--- src/hdl/reset_flag_consts.svh ---
`ifndef RESET_FLAG_CONSTS_SVH
`define RESET_FLAG_CONSTS_SVH

`define RESET_VECTOR_ADDR 24'hFFFF00
`define STATUS_FLAG_BIT   4'hD
`define FLAG_RESET_VAL    1'h1
`define PULLUP_RESET_VAL  1'h1
`define PC_RESET_VAL      24'h000000

`endif

--- src/hdl/reset_flag_pkg.sv ---
package reset_flag_pkg;

  typedef enum logic [15:0] {
    TAP_RESET      = 16'h0001,
    TAP_IDLE       = 16'h0002,
    TAP_SEL_DR     = 16'h0004,
    TAP_CAPTURE_DR = 16'h0008,
    TAP_SHIFT_DR   = 16'h0010,
    TAP_EXIT1_DR   = 16'h0020,
    TAP_PAUSE_DR   = 16'h0040,
    TAP_EXIT2_DR   = 16'h0080,
    TAP_UPDATE_DR  = 16'h0100,
    TAP_SEL_IR     = 16'h0200,
    TAP_CAPTURE_IR = 16'h0400,
    TAP_SHIFT_IR   = 16'h0800,
    TAP_EXIT1_IR   = 16'h1000,
    TAP_PAUSE_IR   = 16'h2000,
    TAP_EXIT2_IR   = 16'h4000,
    TAP_UPDATE_IR  = 16'h8000
  } tap_state_t;

  typedef enum logic [3:0] {
    BOOT_HOLD   = 4'h1,
    BOOT_FETCH  = 4'h2,
    BOOT_BRANCH = 4'h4,
    BOOT_RUN    = 4'h8
  } boot_state_t;

endpackage : reset_flag_pkg

--- src/hdl/reset_entry_and_flag_output.sv ---
`timescale 1ns/100ps
// Overview of operation
// - set instruction drives flag output high
// - clear instruction or status bit 13 lowers flag
// - flag floats only during boundary scan
// - reset abandons execution, loads reset vector
// - on release fetch vector, branch to loader
// - pull-up forced on while reset asserted
// - mode-select sampled on each rising test clock
`include "reset_flag_consts.svh"
module reset_entry_and_flag_output
  import reset_flag_pkg::*;
#(
  parameter int ADDR_W = 24
) (
  input  wire logic              clock_i,                 // core clock
  input  wire logic              rstn_i,                  // power-on reset
  input  wire logic              device_reset_n_i,        // reset pin
  input  wire logic              flag_set_instruction_i,  // set pulse
  input  wire logic              flag_clear_instruction_i,// clear pulse
  input  wire logic              cpu_status_one_wr_i,     // status write
  input  wire logic [15:0]       cpu_status_one_wdata_i,  // write data
  input  wire logic              pull_inhibit_reg_two_i,  // pull-up off
  input  wire logic              test_clock_i,            // test clock pin
  input  wire logic              test_mode_select_i,      // mode-select
  input  wire logic              test_reset_n_i,          // test reset
  input  wire logic              boundary_scan_sel_i,     // scan chosen
  input  wire logic [ADDR_W-1:0] rom_data_i,              // vector word
  input  wire logic              rom_valid_i,             // word ready
  output logic                   external_flag_out_o,     // flag level
  output logic                   external_flag_oe_n_o,    // low: driven
  output logic                   internal_pullup_o,       // pull-up on
  output logic                   core_hold_o,             // stop core
  output logic                   pc_load_o,               // load pc
  output logic      [ADDR_W-1:0] pc_value_o,              // pc value
  output logic                   rom_req_o,               // vector fetch
  output logic      [ADDR_W-1:0] rom_addr_o,              // fetch address
  output logic                   boot_branch_o,           // branch pulse
  output tap_state_t             tap_state_o              // tap state
);

  localparam logic [ADDR_W-1:0] VECTOR_ADDR = `RESET_VECTOR_ADDR;

  logic [3:0]  pin_sync;
  logic        reset_pin_n;
  logic        tck_sync;
  logic        tms_sync;
  logic        trst_n_sync;
  logic        tck_prev;
  logic        tck_rise;
  logic        reset_active;
  boot_state_t boot_state;
  boot_state_t next_boot_state;
  tap_state_t  tap_state;
  tap_state_t  next_tap_state;
  logic        scan_running;

  sync_two_flop #(
    .WIDTH     (4),
    .RESET_VAL (32'h0000000C)
  ) u_pin_sync (
    .clock_i (clock_i),
    .rstn_i  (rstn_i),
    .async_i ({device_reset_n_i, test_reset_n_i,
               test_mode_select_i, test_clock_i}),
    .sync_o  (pin_sync)
  );

  assign reset_pin_n  = pin_sync[3];
  assign trst_n_sync  = pin_sync[2];
  assign tms_sync     = pin_sync[1];
  assign tck_sync     = pin_sync[0];
  assign reset_active = ~reset_pin_n;

  always_ff @(posedge clock_i or negedge rstn_i) begin
    if (!rstn_i) begin
      tck_prev <= 1'h0;
    end else begin
      tck_prev <= tck_sync;
    end
  end

  assign tck_rise = tck_sync & ~tck_prev;

  // tap controller advances once per rising test clock
  always_comb begin
    next_tap_state = tap_state;
    case (tap_state)
      TAP_RESET:
        next_tap_state = tms_sync ? TAP_RESET : TAP_IDLE;
      TAP_IDLE:
        next_tap_state = tms_sync ? TAP_SEL_DR : TAP_IDLE;
      TAP_SEL_DR:
        next_tap_state = tms_sync ? TAP_SEL_IR : TAP_CAPTURE_DR;
      TAP_CAPTURE_DR:
        next_tap_state = tms_sync ? TAP_EXIT1_DR : TAP_SHIFT_DR;
      TAP_SHIFT_DR:
        next_tap_state = tms_sync ? TAP_EXIT1_DR : TAP_SHIFT_DR;
      TAP_EXIT1_DR:
        next_tap_state = tms_sync ? TAP_UPDATE_DR : TAP_PAUSE_DR;
      TAP_PAUSE_DR:
        next_tap_state = tms_sync ? TAP_EXIT2_DR : TAP_PAUSE_DR;
      TAP_EXIT2_DR:
        next_tap_state = tms_sync ? TAP_UPDATE_DR : TAP_SHIFT_DR;
      TAP_UPDATE_DR:
        next_tap_state = tms_sync ? TAP_SEL_DR : TAP_IDLE;
      TAP_SEL_IR:
        next_tap_state = tms_sync ? TAP_RESET : TAP_CAPTURE_IR;
      TAP_CAPTURE_IR:
        next_tap_state = tms_sync ? TAP_EXIT1_IR : TAP_SHIFT_IR;
      TAP_SHIFT_IR:
        next_tap_state = tms_sync ? TAP_EXIT1_IR : TAP_SHIFT_IR;
      TAP_EXIT1_IR:
        next_tap_state = tms_sync ? TAP_UPDATE_IR : TAP_PAUSE_IR;
      TAP_PAUSE_IR:
        next_tap_state = tms_sync ? TAP_EXIT2_IR : TAP_PAUSE_IR;
      TAP_EXIT2_IR:
        next_tap_state = tms_sync ? TAP_UPDATE_IR : TAP_SHIFT_IR;
      TAP_UPDATE_IR:
        next_tap_state = tms_sync ? TAP_SEL_DR : TAP_IDLE;
      default:
        next_tap_state = TAP_RESET;
    endcase
  end

  always_ff @(posedge clock_i or negedge rstn_i) begin
    if (!rstn_i) begin
      tap_state <= TAP_RESET;
    end else if (!trst_n_sync) begin
      tap_state <= TAP_RESET;
    end else if (tck_rise) begin
      tap_state <= next_tap_state;
    end
  end

  assign tap_state_o  = tap_state;
  assign scan_running = boundary_scan_sel_i & trst_n_sync
                        & (tap_state != TAP_RESET);

  // set beats clear when both land in one cycle
  always_ff @(posedge clock_i or negedge rstn_i) begin
    if (!rstn_i) begin
      external_flag_out_o <= `FLAG_RESET_VAL;
    end else if (reset_active) begin
      external_flag_out_o <= `FLAG_RESET_VAL;
    end else if (flag_set_instruction_i) begin
      external_flag_out_o <= 1'h1;
    end else if (flag_clear_instruction_i) begin
      external_flag_out_o <= 1'h0;
    end else if (cpu_status_one_wr_i) begin
      external_flag_out_o <=
        cpu_status_one_wdata_i[`STATUS_FLAG_BIT];
    end
  end

  always_ff @(posedge clock_i or negedge rstn_i) begin
    if (!rstn_i) begin
      external_flag_oe_n_o <= 1'h0;
    end else begin
      external_flag_oe_n_o <= scan_running;
    end
  end

  always_ff @(posedge clock_i or negedge rstn_i) begin
    if (!rstn_i) begin
      internal_pullup_o <= `PULLUP_RESET_VAL;
    end else begin
      internal_pullup_o <= reset_active
                           | ~pull_inhibit_reg_two_i;
    end
  end

  always_comb begin
    next_boot_state = boot_state;
    case (boot_state)
      BOOT_HOLD:
        if (!reset_active) next_boot_state = BOOT_FETCH;
      BOOT_FETCH:
        if (rom_valid_i) next_boot_state = BOOT_BRANCH;
      BOOT_BRANCH:
        next_boot_state = BOOT_RUN;
      BOOT_RUN:
        next_boot_state = BOOT_RUN;
      default:
        next_boot_state = BOOT_HOLD;
    endcase
    if (reset_active) next_boot_state = BOOT_HOLD;
  end

  always_ff @(posedge clock_i or negedge rstn_i) begin
    if (!rstn_i) begin
      boot_state <= BOOT_HOLD;
    end else begin
      boot_state <= next_boot_state;
    end
  end

  // pc holds the vector address in reset, then the loader entry
  always_ff @(posedge clock_i or negedge rstn_i) begin
    if (!rstn_i) begin
      pc_value_o <= `PC_RESET_VAL;
    end else if (reset_active) begin
      pc_value_o <= VECTOR_ADDR;
    end else if (boot_state == BOOT_FETCH && rom_valid_i) begin
      pc_value_o <= rom_data_i;
    end
  end

  always_ff @(posedge clock_i or negedge rstn_i) begin
    if (!rstn_i) begin
      boot_branch_o <= 1'h0;
    end else begin
      boot_branch_o <= (boot_state == BOOT_FETCH) & rom_valid_i
                       & ~reset_active;
    end
  end

  assign core_hold_o = (boot_state != BOOT_RUN);
  assign pc_load_o   = (boot_state == BOOT_HOLD) | boot_branch_o;
  assign rom_req_o   = (boot_state == BOOT_FETCH);
  assign rom_addr_o  = VECTOR_ADDR;

endmodule : reset_entry_and_flag_output

--- src/hdl/sync_two_flop.sv ---
`timescale 1ns/100ps
module sync_two_flop #(
  parameter int        WIDTH    = 1,
  parameter bit [31:0] RESET_VAL = 32'h0
) (
  input  wire logic             clock_i, // core clock
  input  wire logic             rstn_i,  // async reset, active low
  input  wire logic [WIDTH-1:0] async_i, // foreign-domain level
  output logic      [WIDTH-1:0] sync_o   // synchronised level
);

  logic [WIDTH-1:0] stage_one;

  always_ff @(posedge clock_i or negedge rstn_i) begin
    if (!rstn_i) begin
      stage_one <= RESET_VAL[WIDTH-1:0];
      sync_o    <= RESET_VAL[WIDTH-1:0];
    end else begin
      stage_one <= async_i;
      sync_o    <= stage_one;
    end
  end

endmodule : sync_two_flop

--- config.mk ---
export PLATFORM = sky130hd
export DESIGN_NAME = reset_entry_and_flag_output
export DESIGN_NICKNAME = d
export VERILOG_FILES = /design/src/hdl/reset_flag_pkg.sv /design/src/hdl/reset_entry_and_flag_output.sv /design/src/hdl/sync_two_flop.sv
export VERILOG_INCLUDE_DIRS = /design/src /design/src/hdl
export SDC_FILE = /design/constraint.sdc
export NUM_CORES = 1
export LEC_CHECK = 0
export BUFFER_PORTS_ARGS = -buffer_cell sky130_fd_sc_hd__buf_2
export CORE_ASPECT_RATIO = 0.75
export CORE_MARGIN = 10
export CORE_UTILIZATION = 43
export DETAILED_ROUTE_END_ITERATION = 8
export PLACE_DENSITY = 0.81
export SLEW_MARGIN = 15
export SYNTH_ARGS = -nofsm -noshare
export SYNTH_HDL_FRONTEND = slang
export SYNTH_HIERARCHICAL = 1
export SYNTH_SLANG_ARGS = --single-unit
--- constraint.sdc ---
create_clock -name clock_i -period 2 [get_ports clock_i]
set_clock_uncertainty 0.2 [all_clocks]
set_input_delay 0.2 -clock clock_i [delete_from_list [all_inputs] [get_ports clock_i]]
set_output_delay 0.2 -clock clock_i [all_outputs]
set_load 0.02 [all_outputs]
; ---- Word-level counts from Yosys, hierarchy flattened
; Index checks and enable logic that the tools add are counted.
[word_totals]
wordCells = 75
register_bits = 57
[op_classes]
bitwise_logic = 10
muxes = 24
eq_ne = 26
reduce_logical = 5
[ops]
columns = op, count
row1 = 16-bit one-hot mux with 12 select lines, 1
row2 = 16-bit 2-to-1 mux, 4
row3 = 24-bit 2-to-1 mux, 2
row4 = 9-bit 2-to-1 mux, 2
row5 = 16-bit by 1-bit equality test with 1-bit output (second input constant), 1
row6 = 16-bit by 10-bit equality test with 1-bit output (second input constant), 1
row7 = 16-bit by 11-bit equality test with 1-bit output (second input constant), 1
row8 = 16-bit by 12-bit equality test with 1-bit output (second input constant), 1
row9 = 16-bit by 13-bit equality test with 1-bit output (second input constant), 1
row10 = 16-bit by 14-bit equality test with 1-bit output (second input constant), 1
row11 = 16-bit by 15-bit equality test with 1-bit output (second input constant), 1
row12 = 16-bit equality test (second input constant), 1
row13 = 16-bit by 2-bit equality test with 1-bit output (second input constant), 1
row14 = 16-bit by 3-bit equality test with 1-bit output (second input constant), 1
row15 = 16-bit by 4-bit equality test with 1-bit output (second input constant), 1
row16 = 16-bit by 5-bit equality test with 1-bit output (second input constant), 1
row17 = 16-bit by 6-bit equality test with 1-bit output (second input constant), 1
row18 = 16-bit by 7-bit equality test with 1-bit output (second input constant), 1
row19 = 16-bit by 8-bit equality test with 1-bit output (second input constant), 1
row20 = 16-bit by 9-bit equality test with 1-bit output (second input constant), 1
row21 = 16-bit by 1-bit != test with 1-bit output (second input constant), 1
row22 = 15-bit 2-to-1 mux, 1
row23 = 13-bit 2-to-1 mux, 1
row24 = 4-bit one-hot mux with 3 select lines, 1
row25 = other kinds (21), 36

; ---- Depth between registers and ports, before layout
; Gate-level depths: netlist (run 1).
[depth]
word_depth = 5
depth_mapped = 7
mapped_depth_nobuf = 6

; ---- Modules after synthesis
; Netlist (run 1), hierarchy kept.
[by_module_without_submodules]
columns = mod, cells_each, seq_area_each_um2, n_inst, area_per_inst_um2
row1 = reset_entry_and_flag_output, 287, 1231.2, 1, 2648.8
row2 = sync_two_flop, 8, 205.2, 1, 205.2

; ---- Worst setup path after synthesis (run 1)
; No wires, ideal clock.
[synth_timing]
path_type = register to register
start = reg boot_state[3]
end = reg pc_value_o[4]
arrival_ps = 1930
n_path_buf = 3
setup_slack_ps = -208
required_time_ps = 1722
path_stages_with_launch = 8
synth_period_minus_slack_ps = 2208
cell_sequence = dfrtp_1 clkbuf_1 nor3_1 and2_1 clkbuf_1 buf_2 nand2_1 a21boi_1
[synth_between]
elab_chain_len = 3
[synth_rtl]
columns = item, line_no
row1 = from (decl), reset_entry_and_flag_output.sv:52  ; boot_state_t boot_state;
row2 = from (signal assigned), reset_entry_and_flag_output.sv:194  ; boot_state <= next_boot_state;
row3 = 4-bit by 2-bit equality test with 1-bit output, --
row4 = named net rom_req_o, reset_entry_and_flag_output.sv:36  ; output logic rom_req_o,
row5 = 1-bit logical AND, reset_entry_and_flag_output.sv:204  ; end else if (boot_state == BOOT_FETCH && rom_valid_i) begin
row6 = 2-bit != test (no line), --
row7 = to (signal assigned), reset_entry_and_flag_output.sv:201  ; pc_value_o <= `PC_RESET_VAL;
row8 = to (signal assigned), reset_entry_and_flag_output.sv:205  ; pc_value_o <= rom_data_i;
row9 = to (decl), reset_entry_and_flag_output.sv:35  ; output logic [ADDR_W-1:0] pc_value_o,
; The timed path passes the listed nets, and every way through them passes these cells.
; A chain may end at the register's enable or synchronous reset.

; ---- Final worst setup path (run 1)
[layout_timing]
start = reg tap_state[8] (netlist: tap_state_o[8])
end = reg tap_state[0] (netlist: tap_state_o[0])
[layout_between]
elab_chain_len = 5
word_cells_on_any_way = 22
cone_classes = eq/ne (16) / mux (3) / reduce/logical (3)
[layout_rtl]
columns = item, line_no
row1 = from (decl), reset_entry_and_flag_output.sv:54  ; tap_state_t tap_state;
row2 = from (signal assigned), reset_entry_and_flag_output.sv:132  ; tap_state <= next_tap_state;
row3 = 16-bit equality test (tied with other cells), reset_entry_and_flag_output.sv:88  ; case (tap_state)
row4 = 3-bit OR reduction (no line) or 2-bit OR reduction (tied branches), --
row5 = 16-bit one-hot mux with 12 select lines *, reset_entry_and_flag_output.sv:88
row6 = 16-bit 2-to-1 mux *, reset_entry_and_flag_output.sv:131  ; end else if (tck_rise) begin
row7 = 16-bit 2-to-1 mux *, reset_entry_and_flag_output.sv:129  ; end else if (!trst_n_sync) begin
; Every way passes the cells marked *; elsewhere a longest branch is shown, timed or not. The select of a mux whose other input is x is not followed.

==> impl_metrics.tcl, run 1 <==
set metrics [dict create \
    ff2ff_setup_slack_ps -40 \
    finalPower_mw 2.82 \
    cts_root_buf "clkbuf_8" \
    place_congestion 0.907 \
    clkPwrFrac_pct 41.0 \
    fin_crit_sh_pct 102 \
    start_kind "flop" \
    max_stage_delay_ps 490 \
    ios 123 \
    wirelength_um 8700 \
    fillers 494 \
    synth.largest_area_cell "dfrtp_1" \
    detail_route.wl_per_cell_um 16.4 \
    viasPerCell 4.93 \
    pwr-share-comb_pct 14.8 \
    start_util_pct 44.7 \
    crit_required_ps 2050 \
    cts_max_level 3 \
    antenna_found_initial 0 \
    failed_checks "setup timing" \
    p_per_area_nw_per_um2 678 \
    ir_drop_mv 0.474 \
    hold_viol_final 0 \
    relSlewSlack_pct 66.1 \
    drv_cap 0 \
    seq_area_frac_synth_pct 50.3 \
    place_hpwl_um 5960 \
    cellLeakagePower_nw 2.06 \
    p_seq_share_pct 44.3 \
    critical-path-slowest-cell "or4_4" \
    setup_viol 1 \
    whs_ps 147 \
    die_h_um 90.6 \
    crit_chain "nor4_4 -> nand2_2 -> or4_4 -> a21boi_2 -> or4_1 -> o211ai_1" \
    arrival_ps 2090 \
    worst_setup_path_end_kind "flop" \
    critPathTopFamily "simple AND/OR/NAND/NOR gates" \
    finalNetCount 498 \
    ys.flop_type "dfrtp_1" \
    hp-start "u_pin_sync/stage_one[0]" \
    syn_inst 295 \
    cts_tree "yes" \
    crit_end "tap_state_o[0]" \
    dieArea_um2 10300 \
    synth_top_area_share_pct 43.0 \
    rows 25 \
    cp-startpoint "tap_state_o[8]" \
    path_clk_slew_ps 60 \
    hold_class "reg -> reg" \
    area_growth_pct 45.9 \
    initialDrtViolationCount 124 \
    cts_buffers 9 \
    synthTopCellsByArea "dfrtp_1 (43%), nand2_1 (8.2%), dfstp_2 (7.4%)" \
    grt_pass1_wl_um 14200 \
    netSwitchingPower_mw 0.739 \
    p_int_mw 2.09 \
    clockBufferDepth 2 \
    r2r_cells 6 \
    rsz0062_at_grt "true" \
    dieWidth_um 114 \
    crit_type "reg -> reg" \
    cp_max_fo 6 \
    synth.avg_cell_area_um2 9.67 \
    cts_sinks 57 \
    r2r_end "tap_state_o[0]" \
    remaining_drc_errors 0 \
    vias 2625 \
    grt-ovfl-total 0 \
    p_sw_share_pct 26.1 \
    drtPass1Iterations 4 \
    grt_usage_pct 16.9 \
    yosysWarnings 6 \
    maxSlewViolCount 0 \
    ys_types 46 \
    core_area_um2 6380 \
    post-route-min-period_ps 2040 \
    synth_edf_count 0 \
    diodes 0 \
    grt_max_degree 32 \
    grt_pass1_vias 2783 \
    async_reset_ff_share_pct 100 \
    drive_gt1_share_pct 38.4 \
    fin_tns_setup_ps -41.4 \
    netlist_area_um2 2850 \
    fmax_mhz 490 \
    worstSkewPairLatency_ps 330 \
    worstMarginPinSlew_ps 509 \
    port_buffers 83 \
    crit_buf_inv 0 \
    crit_cells 6 \
    setup_slack_ps -41.4 \
    status "finished with violations" \
    ant_nets 0 \
    ys_ff_latch 57 \
    regToRegStartpoint "tap_state_o[8]" \
]
flip-flops by register name, indices dropped and copies added (netlist names):
name / count
tap_state_o: 16
boot_state: 4
tck_prev: 1
u_pin_sync/sync_o: 4
pc_value_o: 24
u_pin_sync/stage_one: 4
external_flag_out_o: 1
boot_branch_o: 1
internal_pullup_o: 1
external_flag_oe_n_o: 1
final cells by class:
class | count | area (um^2) | share of cell area [%]
sequential | 57 | 1440 | 34.7
multi-input combinational | 211 | 1290 | 31.0
timing repair buffer | 160 | 1090 | 26.2
clock buffer | 11 | 131 | 3.16
tap | 81 | 101 | 2.43
clock inverter | 5 | 80.1 | 1.92
inverter | 7 | 26.3 | 0.631
per-layer routing:
layer / track usage (%) / vias to the layer above / wire length [um]
met3: 8.90 / 8 / 813
met1: 18.8 / 1258 / 3510
met5: 0 / - / 0
met2: 27.9 / 97 / 4310
li1: - / 1262 / -
met4: 4.06 / 0 / 71
Yosys cell counts (2+ instances only):
master     n
buf_4     24
nand2_1   62
a32o_1     5
o32ai_1    2
nor3_1     4
and3_1     5
nand3_1   20
o21ai_1    2
nand2b_1   2
dfrtp_1   49
nor2b_1    3
o41ai_1    3
nor3b_1    2
dfstp_2    8
o211ai_1   2
and2_1     2
nand3b_1   3
buf_2      6
or4_4      2
nor2_1    12
inv_1      7
a22o_1     5
nor4_1     2
conb_1     2
a21boi_1   4
a21boi_0   4
xor2_1     4
xnor2_1    7
nand2_2    2
o31ai_1    2
mux2i_1    2
o21ai_0    9
nor4_4     2
clkbuf_1  11
or4_1      3
stage by stage:
stage | worst slack [ps] | utilization (%) | cells | cell area, um^2
finish | -41.4 | 65.3 | 532 | 4160
global route | -115 | 65.3 | 532 | 4160
CTS | -42.0 | 64.1 | 531 | 4090
detailed placement | -42.9 | 55.3 | 481 | 3530
global placement | -6.25 | 55.3 | 481 | 3530
floorplan | -78.2 | - | 317 | 2960
cells in the final DEF, fill, tap and decap left out, drive strengths merged, types with 7 or more instances in the layout:
cell,netlist,routed
inv,7,7
clkbuf,11,11
nand3,20,20
nor2,12,12
o21ai,11,11
conb,2,24
buf,31,126
dfrtp,49,49
a21boi,9,9
dfstp,8,8
dlygate4sd3,0,34
xnor2,7,7
nand2,64,64
cell families after synthesis:
family / after synthesis / share of synthesized area (%)
mux: 2 / 0.701
other cells: 2 / 0.263
compound gates: 43 / 11.3
flops: 57 / 50.3
xor+xnor: 11 / 3.38
buf+inv: 49 / 10.1
simple gates: 131 / 23.9
power by group through the flow:
stage	registers (mW)	logic [mW]	clock network (mW)
global route	1.26	0.458	1.24
floorplan	1.29	0.219	0
CTS	1.25	0.410	1.19
global placement	1.26	0.351	0
finish	1.25	0.418	1.16
detailed placement	1.27	0.356	0
worst min-delay path by stage:
stage | slack (ps) | end | cells after the start
5_1_grt | 160 | u_pin_sync/sync_o[1] | 0
3_3_place_gp | -3 | tap_state_o[15] | 1
3_5_place_dp | -4 | tap_state_o[15] | 1
2_1_floorplan | -300 | boot_branch_o | 0
4_1_cts | 150 | u_pin_sync/sync_o[0] | 0
6_report | 150 | u_pin_sync/sync_o[0] | 0
timing repair:
item,4_1_cts,5_1_grt
cloned,0,0
hold endpoints to repair,61,0
gates resized for setup,1,13
endpoints found under the setup margin,3,10
hold buffers,34,0
setup buffers,0,1
pin swaps,0,1
No activity file was read; power rests on OpenSTA's default activity.
==> run 2, diff against run 1 <==
Settings changed: CORE_UTILIZATION 43 to 44, CTS_BUF_LIST set to sky130_fd_sc_hd__clkbuf_4 sky130_fd_sc_hd__clkbuf_8, PLACE_DENSITY 0.81 to 0.83.
==> run 2 against run 1 <==
Net effect: worst hold slack worse by 2.2 ps; sequential cell count stayed put; clock power is 6% lower; worst setup slack worse by 32 ps; sequential power hardly changed; global-route usage is 0.22 points lower; maximum frequency is 1.5% lower; via count is 0.23% lower; critical endpoint unchanged; the flow still finishes with violations (setup timing); highest routed layer unchanged; largest power group unchanged; first-iteration DRC count is 9.7% lower; non-clock buffer count is 3 lower; clock-buffer cell count is 1 lower; critical path type unchanged.
==> impl_metrics.tcl, run 2 (synthesized netlist as in run 1, its figures left out) <==
set metrics [dict create \
    pre_cts_ws_ps -46.6 \
    dieWidth_um 113 \
    grt-ovfl-total 0 \
    worstSkewPairLatency_ps 340 \
    detail_route.wl_per_cell_um 16.2 \
    ant_nets 0 \
    cellLeakagePower_nw 2.04 \
    grt_max_degree 58 \
    cts_tree "yes" \
    worstMarginPinSlew_ps 520 \
    finalNetCount 495 \
    vias 2619 \
    hold_viol_final 0 \
    cp-startpoint "tap_state_o[8]" \
    initialDrtViolationCount 112 \
    cp_max_fo 6 \
    die_h_um 89.8 \
    finalNonFillerCells 530 \
    failed_checks "setup timing" \
    largest_reg_flops 24 \
    crit_type "reg -> reg" \
    r2r_end "tap_state_o[0]" \
    drtPass1Iterations 4 \
    ff2ff_setup_slack_ps -70 \
    ios 123 \
    dieArea_um2 10100 \
    grt_pass1_wl_um 13900 \
    rows 25 \
    area_growth_pct 44.8 \
    fin_crit_sh_pct 104 \
    cts_buffers 9 \
    port_buffers 83 \
    cts_sinks 57 \
    relSlewSlack_pct 65.0 \
    fillers 513 \
    r2r_cells 6 \
    fmax_mhz 482 \
    seqCellArea_um2 1440 \
    regToRegStartpoint "tap_state_o[8]" \
    crit_end "tap_state_o[0]" \
    antenna_found_initial 1 \
    place_congestion 0.864 \
    p_per_area_nw_per_um2 668 \
    ir_drop_mv 0.439 \
    multi_input_area_um2 1280 \
    post-route-min-period_ps 2070 \
    status "finished with violations" \
    worst_setup_path_end_kind "flop" \
    placed_cells 475 \
    hold_class "reg -> reg" \
    core_area_um2 6290 \
    setup_slack_ps -72.9 \
    clockBufferDepth 2 \
    path_clk_slew_ps 70 \
    grt_pass1_vias 2730 \
    wirelength_um 8600 \
    rsz0062_at_grt "true" \
    cts_root_buf "clkbuf_8" \
    viasPerCell 4.94 \
    maxSlewViolCount 0 \
    place_hpwl_um 5810 \
    crit_required_ps 2060 \
    grt_usage_pct 16.7 \
    cts_max_level 3 \
    start_util_pct 45.4 \
    setup_viol 1 \
    arrival_ps 2130 \
    drive_gt1_share_pct 38.8 \
    registers.top_by_ff_count "pc_value_o" \
    layout_commonest_cell "buf_2" \
    remaining_drc_errors 0 \
    most-common-layout-cells "buf_2 (83), nand2_1 (60), dfrtp_1 (46), buf_4 (38), dlygate4sd3_1 (34)" \
    postLayoutCoreUtil_pct 65.7 \
    start_kind "flop" \
    drv_cap 0 \
]
==> run 2: changes by cell type in the layout (fill, tap and decap cells not counted), sizes merged <==
cell    change
clkinv      +1
inv         +1
clkbuf      -1
diode       +1
buf         -3
bufinv      -1
==> run 2: how the worst min path moves through the flow <==
stage	startpoint	endpoint	slack, ps	depth (start not counted)
2_1_floorplan	rstn_i	boot_branch_o	-300	0
3_3_place_gp	rstn_i	tap_state_o[15]	20	2
3_5_place_dp	rstn_i	tap_state_o[15]	30	2
4_1_cts	u_pin_sync/stage_one[1]	u_pin_sync/sync_o[1]	150	0
5_1_grt	u_pin_sync/stage_one[1]	u_pin_sync/sync_o[1]	160	0
6_report	u_pin_sync/stage_one[1]	u_pin_sync/sync_o[1]	140	0
==> run 2: repair_timing <==
item                                    4_1_cts  5_1_grt
hold buffers                                 34        0
hold endpoints to repair                     90        0
endpoints found under the setup margin        2        9
pin swaps                                     0        2
setup buffers                                 1        3
gates resized for setup                       1       13
==> run 2: cell type report <==
class | instances | share of cell area, %
Sequential cell | 57 | 34.9
Timing Repair Buffer | 157 | 26.2
Tap cell | 81 | 2.45
Antenna cell | 1 | 0.0606
Inverter | 7 | 0.636
Clock inverter | 6 | 1.64
Clock buffer | 10 | 3.18
Multi-Input combinational cell | 211 | 30.9
==> run 2: critical path, cell delays in order, from the launching register on <==
cell and delay (ps):
dfrtp_2 460, nor4_4 360, nand2_2 90, or4_4 490, a21boi_2 170, or4_1 130
o211ai_1 90
==> run 2: report_power, final <==
group / switching (mW) / internal (mW) / total [mW]
logic: 0.243 / 0.186 / 0.429
clock network: 0.495 / 0.593 / 1.09
registers: 0.0392 / 1.21 / 1.25
==> run 2: metal layers <==
metal / routed length, um / share of wire, % / GRT usage (%) / vias to the layer above
met3: 802 / 9.3 / 7.97 / 17
met5: 0 / 0 / 0 / -
met1: 3410 / 40 / 18.4 / 1252
met2: 4210 / 49 / 27.4 / 91
met4: 175 / 2.0 / 6.12 / 0
li1: - / - / - / 1259
==> run 2: metrics by stage <==
step	instance area, um^2	hold WS [ps]	power (mW)	TNS (ps)
after floorplan	2960	-296	1.50	-78.2
after global placement	3480	22.0	1.61	-17.9
after detailed placement	3480	26.5	1.62	-46.6
after CTS	4040	150	2.76	-48.3
after global routing	4130	156	2.88	-202
final	4130	145	2.76	-72.9
==> run 3, diff against run 2 <==
Settings changed: ABC_AREA set to 1, PLACE_DENSITY 0.83 to 0.84, SETUP_SLACK_MARGIN set to 0.5.
==> run 3 against run 2 <==
Net effect: critical path depth grew 2; synthesized cell count shrank 2.0%; final area grew 4.0%; routed wire length grew 6.8%; sequential power is essentially flat; power grew 2.6%; worst hold slack lost 53 ps; utilization grew 7.7 points; clock power grew 5%; global-route usage grew 1.4 points; highest routed layer unchanged; the run now ends clean; area after synthesis shrank 6.2%.
==> impl_metrics.tcl, run 3 <==
set metrics [dict create \
    arrival_ps 1750 \
    netlist_area_um2 2680 \
    port_buffers 83 \
    fmax_mhz 579 \
    ir_drop_mv 0.460 \
    start_util_pct 45.7 \
    worst_setup_path_end_kind "flop" \
    crit_type "reg -> reg" \
    fin_tns_setup_ps 0 \
    ys_types 34 \
    finalNetCount 495 \
    dieWidth_um 110 \
    fillers 389 \
    final_area_um2 4300 \
    whs_ps 92.4 \
    ios 123 \
    postLayoutCoreUtil_pct 73.4 \
    grt_usage_pct 18.1 \
    fin_crit_sh_pct 86.3 \
    drive_gt1_share_pct 53.3 \
    cts_max_level 3 \
    crit_required_ps 2020 \
    registers.top_by_ff_count "pc_value_o" \
    grt_pass1_vias 2811 \
    syn_inst 289 \
    die_h_um 87.5 \
    setup_slack_ps 273 \
    diodes 0 \
    pre_cts_ws_ps 250 \
    yosysWarnings 6 \
    ys.flop_type "dfrtp_1" \
    finalPower_mw 2.83 \
    dieArea_um2 9630 \
    synthTopCellsByCount "nand2_1 (56), dfrtp_1 (49), nor2_1 (35), inv_1 (31), buf_4 (24)" \
    most-common-layout-cells "buf_2 (79), dlygate4sd3_1 (36), dfrtp_1 (35), nand2_1 (29), inv_1 (25)" \
    layout_commonest_cell "buf_2" \
    synth.most_common_cell "nand2_1" \
    crit_chain "nor2_4 -> inv_2 -> nor3_4 -> buf_6 -> nand2_8 -> nor2_8 -> inv_8 -> o22a_2" \
    max_stage_delay_ps 410 \
    initialDrtViolationCount 119 \
    hold_viol_final 0 \
    drv_cap 0 \
    path_clk_slew_ps 70 \
    cts_root_buf "clkbuf_8" \
    clockBufferDepth 2 \
    hold_class "in -> async" \
    ant_nets 0 \
    cp_max_fo 16 \
    drtPass1Iterations 5 \
    cts_buffers 9 \
    detail_route.wl_per_cell_um 17.5 \
    grt_max_degree 49 \
    cts_tree "yes" \
    worstSkewPairLatency_ps 330 \
    post-route-min-period_ps 1730 \
    synth_edf_count 0 \
    setup_viol 0 \
    rsz0062_at_grt "true" \
    synth_top_area_share_pct 45.8 \
    critical-path-slowest-cell "dfrtp_1" \
    synth.avg_cell_area_um2 9.26 \
    rows 24 \
    cellLeakagePower_nw 2.05 \
    area_growth_pct 60.5 \
    finalNonFillerCells 526 \
    grt_pass1_wl_um 13700 \
    async_reset_ff_share_pct 100 \
    synth.largest_area_cell "dfrtp_1" \
    ys_ff_latch 57 \
    start_kind "flop" \
    antenna_found_initial 0 \
    synthTopCellsByArea "dfrtp_1 (46%), dfstp_2 (7.9%), nand2_1 (7.9%)" \
    cts_sinks 57 \
    placed_cells 446 \
    vias 2611 \
    grt-ovfl-total 0 \
    p_per_area_nw_per_um2 659 \
    core_area_um2 5860 \
    dpl_cell_area_um2 3180 \
    viasPerCell 4.96 \
    place_hpwl_um 5420 \
    wirelength_um 9190 \
    remaining_drc_errors 0 \
    status "completed" \
    place_congestion 0.881 \
    maxSlewViolCount 0 \
    seq_area_frac_synth_pct 53.7 \
    largest_reg_flops 24 \
]
==> run 3: area by class of cell <==
class	count	area (um^2)	share of cell area (%)
Timing Repair Buffer	150	1080	25.1
Inverter	33	131	3.06
Multi-Input combinational cell	192	1320	30.8
Sequential cell	57	1450	33.8
Clock inverter	2	35.0	0.815
Tap cell	78	97.6	2.27
Clock buffer	14	180	4.19
==> run 3: cells by family (layout without fill, tap and decap cells) <==
group	Yosys count	count (layout)	synth area share, %
compound gates	41	41	11.0
flops	57	57	53.7
other cells	2	24	0.281
simple gates	127	127	21.7
buf+inv	62	199	13.3
==> run 3: final timing paths <==
path                                        end                    start  cells after the start  slack [ps]
setup / recovery                  pc_value_o[9]            boot_state[3]                      8         270
setup reg to reg                  pc_value_o[9]            boot_state[3]                      8         270
hold reg to reg            u_pin_sync/sync_o[0]  u_pin_sync/stage_one[0]                      0         150
max in group asynchronous        tap_state_o[0]                   rstn_i                      3         910
min in group clock_i       u_pin_sync/sync_o[0]  u_pin_sync/stage_one[0]                      0         150
hold / removal                  tap_state_o[12]                   rstn_i                      2          90
==> run 3: where the power goes <==
part | total (mW) | internal [mW] | switching, mW
logic | 0.462 | 0.192 | 0.270
clock network | 1.14 | 0.704 | 0.440
registers | 1.23 | 1.20 | 0.0271
==> run 3: critical path, delay by kind of cell, from the launching register on <==
family          cells  cell delay (ps)
compound gates      1              190
buf+inv             3              290
simple gates        4              520
flops               1              410
==> run 3: repair_timing <==
| action | in CTS | in global routing |
|---|---|---|
| setup endpoints to repair | 42 | 47 |
| pin swaps | 14 | 19 |
| gates resized for setup | 40 | 55 |
| buffers inserted | 20 | 7 |
| cloned | 1 | 0 |
| endpoints found under the hold margin | 81 | 0 |
| hold buffers | 36 | 0 |
==> run 3: per-layer routing <==
metal | vias to the layer above | part of all wire [%] | track usage [%]
li1 | 1209 | - | -
met1 | 1266 | 36 | 18.7
met2 | 115 | 53 | 32.3
met3 | 21 | 9.5 | 7.70
met4 | 0 | 2.2 | 6.25
met5 | - | 0 | 0
